[config.mk]
export PLATFORM = sky130hd
export DESIGN_NAME = bcd_result_output_handshake
export DESIGN_NICKNAME = d
export VERILOG_FILES = /design/src/bcd_fifo.sv /design/src/bcd_out_pkg.sv /design/src/bcd_result_output_handshake.sv
export SDC_FILE = /design/constraint.sdc
export NUM_CORES = 1
export LEC_CHECK = 0
export BUFFER_PORTS_ARGS = -buffer_cell sky130_fd_sc_hd__buf_2
export CORE_UTILIZATION = 62
export DETAILED_ROUTE_END_ITERATION = 7
export HOLD_SLACK_MARGIN = 0.02
export PLACE_DENSITY = 0.8
export RECOVER_POWER = 100
export SLEW_MARGIN = 0
export SYNTH_ARGS = -nofsm -noshare
export SYNTH_HDL_FRONTEND = slang
export SYNTH_HIERARCHICAL = 1
export SYNTH_SLANG_ARGS = --single-unit
[constraint.sdc]
create_clock -name core_clk -period 4.74 [get_ports core_clk]
set_clock_uncertainty 0.05 [all_clocks]
set_input_delay 0.474 -clock core_clk [delete_from_list [all_inputs] [get_ports core_clk]]
set_output_delay 0.474 -clock core_clk [all_outputs]
set_load 0.005 [all_outputs]
[src/bcd_fifo.sv]
// no logic here: the fifo module sits beside the port logic in the block's design file

[src/bcd_out_pkg.sv]
// constants and timing for the bcd result output port
// Summary of operation
// - about 30 ms after request rises, data is placed and valid asserted.
// - in single sampling, valid drops 40 ms after it rose.
// - data stays driven 16 ms after valid drops, then released off.
// - in continuous sampling, while request is held, fresh data is output every 64 ms.
// - hold during a data switch gives old or new data, never low.
// - request and hold inputs are active low.
package bcd_out_pkg;
	localparam int data_width = 20;
	localparam int fifo_depth = 8;
	localparam int clk_hz = 25000000;
	localparam int setup_ms = 30;
	localparam int valid_ms = 40;
	localparam int tail_ms = 16;
	localparam int period_ms = 64;
	localparam int setup_cycles = setup_ms * (clk_hz / 1000);
	localparam int valid_cycles = valid_ms * (clk_hz / 1000);
	localparam int tail_cycles = tail_ms * (clk_hz / 1000);
	localparam int period_cycles = period_ms * (clk_hz / 1000);
	localparam int timer_width = 32;
	typedef enum logic [2:0] {idle_st, setup_st, valid_st, tail_st, cont_st} phase_type;
endpackage

[src/bcd_result_output_handshake.sv]
// bcd result output port: request/valid sequencing with hold
`timescale 1ns/10ps
`default_nettype none
module bcd_result_output_handshake
	import bcd_out_pkg::*;
#(
	parameter int setup_count = setup_cycles,
	parameter int valid_count = valid_cycles,
	parameter int tail_count = tail_cycles,
	parameter int period_count = period_cycles
) (
	input wire logic core_clk,
	input wire logic arst_n,
	input wire logic request_n,
	input wire logic hold_n,
	input wire logic continuous,
	input wire logic meas_valid,
	output logic meas_ready,
	input wire logic [data_width-1:0] meas_data,
	output logic [data_width-1:0] bcd_data,
	output logic data_on,
	output logic data_valid_n
);
	logic rst_sync1;
	logic rst_n;
	logic req_d;
	logic request;
	logic hold;
	logic req_rise;
	phase_type phase;
	logic [timer_width-1:0] timer;
	logic [data_width-1:0] latest;
	logic fifo_valid;
	logic [data_width-1:0] fifo_data;
	logic load;
	logic load_first;
	logic load_next;

	// end of a timed phase; shared by the sequencer and the output flops
	function automatic logic at_end(input logic [timer_width-1:0] t, input int count);
		return t == timer_width'(count - 1);
	endfunction

	always_ff @(posedge core_clk or negedge arst_n) begin
		if (!arst_n) begin
			rst_sync1 <= 1'b0;
			rst_n <= 1'b0;
		end else begin
			rst_sync1 <= 1'b1;
			rst_n <= rst_sync1;
		end
	end

	assign request = !request_n;
	assign hold = !hold_n;
	assign req_rise = request && !req_d;

	always_ff @(posedge core_clk or negedge rst_n) begin
		if (!rst_n) begin
			req_d <= 1'b0;
		end else begin
			req_d <= request;
		end
	end

	// fifo is popped every cycle (out_ready tied high) whatever the port is doing, so it holds at most one word; each word drained goes to latest
	bcd_fifo #(.width(data_width), .depth(fifo_depth)) i_bcd_fifo (
		.clk(core_clk),
		.rst_n(rst_n),
		.in_valid(meas_valid),
		.in_ready(meas_ready),
		.in_data(meas_data),
		.out_valid(fifo_valid),
		.out_ready(1'b1),
		.out_data(fifo_data)
	);

	always_ff @(posedge core_clk or negedge rst_n) begin
		if (!rst_n) begin
			latest <= '0;
		end else if (fifo_valid) begin
			latest <= fifo_data;
		end
	end

	// sequence only starts from a request edge
	always_ff @(posedge core_clk or negedge rst_n) begin
		if (!rst_n) begin
			phase <= idle_st;
			timer <= '0;
		end else begin
			unique case (phase)
				idle_st: begin
					timer <= '0;
					if (req_rise) begin
						phase <= setup_st;
					end
				end
				setup_st: begin
					if (at_end(timer, setup_count)) begin
						timer <= '0;
						phase <= continuous ? cont_st : valid_st;
					end else begin
						timer <= timer + 1'b1;
					end
				end
				valid_st: begin
					if (at_end(timer, valid_count)) begin
						timer <= '0;
						phase <= tail_st;
					end else begin
						timer <= timer + 1'b1;
					end
				end
				tail_st: begin
					if (at_end(timer, tail_count)) begin
						timer <= '0;
						phase <= idle_st;
					end else begin
						timer <= timer + 1'b1;
					end
				end
				cont_st: begin
					if (!request) begin
						timer <= '0;
						phase <= tail_st;
					end else if (at_end(timer, period_count)) begin
						timer <= '0;
					end else begin
						timer <= timer + 1'b1;
					end
				end
			endcase
		end
	end

	// load at start and each period boundary
	assign load_first = (phase == setup_st) && at_end(timer, setup_count);
	assign load_next = (phase == cont_st) && request && at_end(timer, period_count);
	assign load = load_first || load_next;

	// hold freezes refreshes only
	// first word of a sequence is always taken, so a hold never exposes the reset zero
	always_ff @(posedge core_clk or negedge rst_n) begin
		if (!rst_n) begin
			bcd_data <= '0;
		end else if (load_first || (load_next && !hold)) begin
			bcd_data <= latest;
		end
	end

	always_ff @(posedge core_clk or negedge rst_n) begin
		if (!rst_n) begin
			data_on <= 1'b0;
		end else begin
			data_on <= (phase == valid_st) || (phase == cont_st)
				|| (phase == tail_st && !at_end(timer, tail_count)) || load;
		end
	end

	always_ff @(posedge core_clk or negedge rst_n) begin
		if (!rst_n) begin
			data_valid_n <= 1'b1;
		end else begin
			data_valid_n <= !((phase == valid_st && !at_end(timer, valid_count)) || load
				|| (phase == cont_st && request));
		end
	end
endmodule

// small synchronous fifo with valid/ready on both sides; full when count reaches depth
module bcd_fifo
	import bcd_out_pkg::*;
#(
	parameter int width = data_width,
	parameter int depth = fifo_depth
) (
	input wire logic clk,
	input wire logic rst_n,
	input wire logic in_valid,
	output logic in_ready,
	input wire logic [width-1:0] in_data,
	output logic out_valid,
	input wire logic out_ready,
	output logic [width-1:0] out_data
);
	localparam int aw = $clog2(depth);
	logic [width-1:0] mem [depth];
	logic [aw-1:0] wr_ptr;
	logic [aw-1:0] rd_ptr;
	logic [aw:0] count;
	logic push;
	logic pop;
	assign in_ready = (count != (aw+1)'(depth));
	assign out_valid = (count != '0);
	assign push = in_valid && in_ready;
	assign pop = out_valid && out_ready;
	assign out_data = mem[rd_ptr];
	always_ff @(posedge clk) begin
		if (push) begin
			mem[wr_ptr] <= in_data;
		end
	end
	always_ff @(posedge clk or negedge rst_n) begin
		if (!rst_n) begin
			wr_ptr <= '0;
			rd_ptr <= '0;
			count <= '0;
		end else begin
			if (push) begin
				wr_ptr <= (wr_ptr == aw'(depth - 1)) ? '0 : wr_ptr + 1'b1;
			end
			if (pop) begin
				rd_ptr <= (rd_ptr == aw'(depth - 1)) ? '0 : rd_ptr + 1'b1;
			end
			count <= count + (aw+1)'(push) - (aw+1)'(pop);
		end
	end
endmodule
`default_nettype wire

### Word-level counts from Yosys, hierarchy flattened

Memory sizes are Yosys's and may differ from the RTL's. A register that Yosys moved wholly into a read port is not among the register bits.
Cells that the tools add are included.

* flip-flop bits (word level): 70
* bits in latches: 0
* bits in writable memories: 160
* memory bits (read-only): 0
* input port bits: 26
* output and inout port bits: 23
* word-level logic and storage cells: 74
* memories kept: 1

* add/subtract/negate cells: 5
* multipliers: 0
* div/mod/pow operators: 0
* order comparisons: 0
* equality and inequality tests: 16
* shift operators: 0
* muxes and demuxes: 17
* bitwise operators: 0
* reduce and logical (&&, ||, !) cells: 24

Memory list
* i_bcd_fifo.mem: words 8, bits a word 20, read ports 1, clocked after memory_dff 1, wr ports 1, line bcd_result_output_handshake.sv:188 `logic [width-1:0] mem [depth];`

Operator list (number)
* two-way mux 32 bit: 5
* case mux 32 bit (5 select lines): 1
* equality test 32 x 20 -> 1 bit, second input constant: 2
* adder 32 x 1 -> 32 bit, second input constant: 1
* equality test 32 x 19 -> 1 bit, second input constant: 1
* equality test 32 x 21 -> 1 bit, second input constant: 1
* two-way mux 3 bit: 8
* case mux 3 bit (5 select lines): 1
* inequality test 2 bit, second input constant: 5
* equality test 3 bit, second input constant: 3
* logical AND 1 bit: 8
* logical OR 1 bit: 7
* adder 3 x 1 -> 3 bit, second input constant: 2
* equality test 3 x 2 -> 1 bit, second input constant: 2
* zero test 1 bit: 6
* AND reduction 5 bit: 1
* adder 4 x 1 -> 4 bit: 1
* inequality test 4 bit, second input constant: 1
* nonzero test 4 bit: 1
* subtractor 4 x 1 -> 4 bit: 1
* equality test 3 x 1 -> 1 bit, second input constant: 1
* zero test 3 bit: 1
* two-way mux 1 bit: 2

### Logic depth before layout (Yosys ltp)

* depth in word-level cells: 7
* gate-level depth with buffers: 11
* mapped depth without buffers: 11

### Modules after synthesis

The synthesis kept the hierarchy.

Modules (own cells, without submodules)
* bcd_fifo: instances 1, cells an instance 289, area each 6764.0 um^2, sequential area each 5054.8 um^2
* bcd_result_output_handshake: instances 1, cells an instance 315, area each 3684.8 um^2, sequential area each 2003.2 um^2

### Worst setup path after synthesis

OpenSTA, ideal clock, no wires.

* path kind: flip-flop to flip-flop
* from: register i_bcd_fifo.count[2]
* to: memory i_bcd_fifo/mem[0][0] (netlist name) (enable)
* setup time: 0.448 ns
* arrival: 2.824 ns
* required time: 4.242 ns
* slack: 1.419 ns
* cell stages (with the launch flop): 6
* cell sequence: dfrtp_1 -> inv_1 -> ha_1 -> or3b_2 -> nand2_2 -> nor4_1

* longest elaborated chain between the ends: 4

Ends and longest elaborated chain
* start: declaration: line bcd_result_output_handshake.sv:191 `logic [aw:0] count;`
* start signal: assignment: line bcd_result_output_handshake.sv:216 `count <= count + (aw+1)'(push) - (aw+1)'(pop);`
* inequality test 4 bit: line bcd_result_output_handshake.sv:194 `assign in_ready = (count != (aw+1)'(depth));`
* net meas_ready: line bcd_result_output_handshake.sv:18 `output logic meas_ready,`
* logical AND 1 bit: line bcd_result_output_handshake.sv:196 `assign push = in_valid && in_ready;`
* two-way mux 1 bit: line bcd_result_output_handshake.sv:200 `if (push) begin`
* two-way mux 1 bit (not written as such): line bcd_result_output_handshake.sv:201 `mem[wr_ptr] <= in_data;`
* end: declaration: line bcd_result_output_handshake.sv:188

The timed path passes the listed nets, and every way through them passes these cells.

### Worst setup path after layout

* from: register timer[26]
* to: register bcd_data[6]

* longest elaborated chain between the ends: 4
* elaborated cells between the ends (all ways): 6
* classes of those cells: eq/ne: 2; reduce/logical: 4

Ends and longest elaborated chain
* start: declaration: line bcd_result_output_handshake.sv:31 `logic [timer_width-1:0] timer;`
* start signal: assignment: line bcd_result_output_handshake.sv:104 `timer <= timer + 1'b1;`
* start signal: assignment: line bcd_result_output_handshake.sv:112 `timer <= timer + 1'b1;`
* start signal: assignment: line bcd_result_output_handshake.sv:120 `timer <= timer + 1'b1;`
* equality test 32 x 21 -> 1 bit: line bcd_result_output_handshake.sv:41 `return t == timer_width'(count - 1);`
* logical AND 1 bit: line bcd_result_output_handshake.sv:139 `assign load_next = (phase == cont_st) && request && at_end(timer, period_count);`
* logical AND 1 bit: line bcd_result_output_handshake.sv:147 `end else if (load_first || (load_next && !hold)) begin`
* logical OR 1 bit (*): line bcd_result_output_handshake.sv:147
* end signal: assignment: line bcd_result_output_handshake.sv:148 `bcd_data <= latest;`
* end: declaration: line bcd_result_output_handshake.sv:20 `output logic [data_width-1:0] bcd_data,`

Every way passes the cells marked *; elsewhere a longest branch is shown, timed or not.
A chain may end at the register's enable or synchronous reset.

==> impl_metrics.env <==
export IMPL_status="finished, violations left"
export IMPL_violations="capacitance limit, slew limit"
export IMPL_fmax_mhz=256
export IMPL_syn_area_mm2=0.0104
export IMPL_peakVddDrop_uv=356
export IMPL_ys_ff_latch=250
export IMPL_clkSlewWorstSetupHoldPaths_ps=60
export IMPL_postCtsSetupBuffers=0
export IMPL_slew_headroom=-0.115
export IMPL_drc=0
export IMPL_cts_path_max_buffers=3
export IMPL_cts_buffers=25
export IMPL_dpl_hpwl_um=12000
export IMPL_slowest_stage="o22ai_1"
export IMPL_core_mm2=0.0165
export IMPL_fin_crit_sh=0.825
export IMPL_fillers=1070
export IMPL_worst_slew_pin_slew_ps=1670
export IMPL_start_util=0.632
export IMPL_fin_crit_ps=3910
export IMPL_avgViaCountPerCell=6.18
export IMPL_grt_use_total=0.244
export IMPL_power_density_mw_per_mm2=530
export IMPL_fin_nets=703
export IMPL_synth_cell_types=46
export IMPL_fin_setup_tns_ps=0
export IMPL_avgSynthCellArea_um2=17.3
export IMPL_portBuffers=48
export IMPL_yosys_cell_count_top_type="edfxtp_1"
export IMPL_ant_nets=0
export IMPL_rsz0062_at_grt="no"
export IMPL_antenna_found_initial=0
export IMPL_cp_top_family="simple AND/OR/NAND/NOR gates"
export IMPL_grt_max_degree=58
export IMPL_io_pins=49
export IMPL_drive_above_1_share=0.199
export IMPL_start_kind="flip-flop"
export IMPL_gp_congestion=0.897
export IMPL_cp_end_kind="flip-flop"
export IMPL_fp_dieArea_mm2=0.0174
export IMPL_worstSkewPairLatency_ps=520
export IMPL_cp_arrival_ps=4250
export IMPL_synth_commonest_cells="edfxtp_1, dfrtp_1, mux2_2"
export IMPL_yosysWarnings=6
export IMPL_synth_top_area_cell="edfxtp_1"
export IMPL_synth_async_sr_flop_share=0.360
export IMPL_htreeDepth=1
export IMPL_path_cells="or4_1, or4_1, or4_1, o22ai_1, buf_4, mux2_2"
export IMPL_drt_iter0_drc=389
export IMPL_setup_viol=0
export IMPL_synth_area_leaders="edfxtp_1, dfrtp_1, mux4_1, mux2_2, xor2_1"
export IMPL_cts_tree="done"
export IMPL_cts_resized=0
export IMPL_slew_violations=136
export IMPL_fin_util=0.705
export IMPL_maxCapViolCount=6
export IMPL_worst_setup_path_type="reg2reg"
export IMPL_p_total_mw=6.18
export IMPL_clockRootBuffer="clkbuf_16"
export IMPL_routedWlPerCell_um=22.3
export IMPL_grt_pass1_wl_um=32300
export IMPL_crit_buf_inv=1
export IMPL_die_h_um=132
export IMPL_min_path_type="in2reg"
export IMPL_leakagePower_nw=4.38
export IMPL_final_hold_viol_count=0
export IMPL_cts_hold_buf=1
export IMPL_synth_edff_count=160
export IMPL_ys_seq_area_frac=0.675
export IMPL_first_global_vias=5951
export IMPL_vias=5584
export IMPL_cts_sinks=250
export IMPL_synth_top_flop_cell="edfxtp_1"
export IMPL_area_growth_pct=11.6
export IMPL_overflow=0
export IMPL_critPathMaxFanout=11
export IMPL_die_w_um=132
export IMPL_cp_required_ps=5080
export IMPL_critical_path_max_stage_delay_ps=980
export IMPL_antenna_cells=0
export IMPL_synth_cells=604
export IMPL_dr_pass1_iters=5
export IMPL_whs_ps=146
export IMPL_cpMostUsedCell="or4_1"
export IMPL_rows=47
export IMPL_synth_top_area_share=0.460
export IMPL_drt_total_wl_um=20100
-- through the flow --
stage | area (um2) | worst slack (ps) | std cells
final | 11700 | 830 | 904
after global routing | 11700 | 656 | 904
after CTS | 11800 | 1300 | 904
after detailed placement | 10900 | 1320 | 857
after global placement | 10900 | 1440 | 857
after floorplan | 10500 | 1420 | 605
-- path summary, 6_finish.rpt --
path                           start          end  slack [ps]  depth (start not counted)
setup / recovery           timer[26]  bcd_data[6]         830                          6
hold / removal             request_n        req_d         150                          2
setup reg to reg           timer[26]  bcd_data[6]         830                          6
hold reg to reg            rst_sync1        rst_n         310                          0
max in group asynchronous      rst_n  bcd_data[1]        2080                          1
min in group asynchronous     arst_n    rst_sync1         210                          2
-- area by class of cell --
type,count,area [um2],area share
clock buffers,35,726,0.0623
flip-flops and latches,250,7060,0.605
inverters,11,41.3,0.00354
clock inverters,11,108,0.00923
well taps,220,275,0.0236
multi-input cells,314,3170,0.272
repair buffers,63,283,0.0243
-- where the power goes --
part / total [mW] / switching, mW / leakage, nW / internal, mW
clock: 1.97 / 0.792 / 0.409 / 1.18
combinational: 1.24 / 0.535 / 1.36 / 0.701
sequential: 2.97 / 0.279 / 2.61 / 2.69
-- state kept, by name, summed over array words and instances (netlist names) --
register / count
data_on: 1
i_bcd_fifo/rd_ptr: 3
i_bcd_fifo/count: 4
i_bcd_fifo/mem: 160
i_bcd_fifo/wr_ptr: 3
phase: 3
rst_n: 1
bcd_data: 20
req_d: 1
latest: 20
timer: 32
rst_sync1: 1
data_valid_n: 1
-- layer usage --
| layer | share of wire | wire [um] | global-route usage |
|---|---|---|---|
| met4 | 0.026 | 530 | 0.0795 |
| met2 | 0.51 | 10300 | 0.420 |
| met3 | 0.051 | 1020 | 0.0415 |
| met5 | 0 | 0 | 0 |
| met1 | 0.41 | 8260 | 0.319 |
-- cells by family (layout without fill, tap and decap cells) --
family / after synthesis / after routing / share of synthesized area
XOR/XNOR: 32 / 32 / 0.0268
flip-flops: 250 / 250 / 0.675
AND/OR/NAND/NOR: 114 / 114 / 0.0630
AO/OA/AOI/OAI: 48 / 48 / 0.0295
buffers and inverters: 41 / 120 / 0.0206
multiplexers: 106 / 106 / 0.169
other: 1 / 2 / 0.000359
adder cells (fa/ha/maj): 12 / 12 / 0.0151
-- cells in the final DEF, fill, tap and decap left out, drive strengths merged, types with 2 or more instances in the layout --
cell type,instances
nor2b,4
nand3b,2
o21ai,2
and3,5
nand4,11
conb,2
xor2,26
inv,12
nand2,14
clkinv,8
nor4,7
nor3,8
dfrtp,89
nand3,20
a21oi,4
nand2b,5
mux4,40
ha,11
or3b,2
edfxtp,160
nand4b,4
nor2,18
clkbuf,74
a31oi,36
mux2,66
buf,23
bufinv,2
nor4bb,2
or4,6
xnor2,6
and4,2
Note: power is estimated with default switching activity, not from simulation.
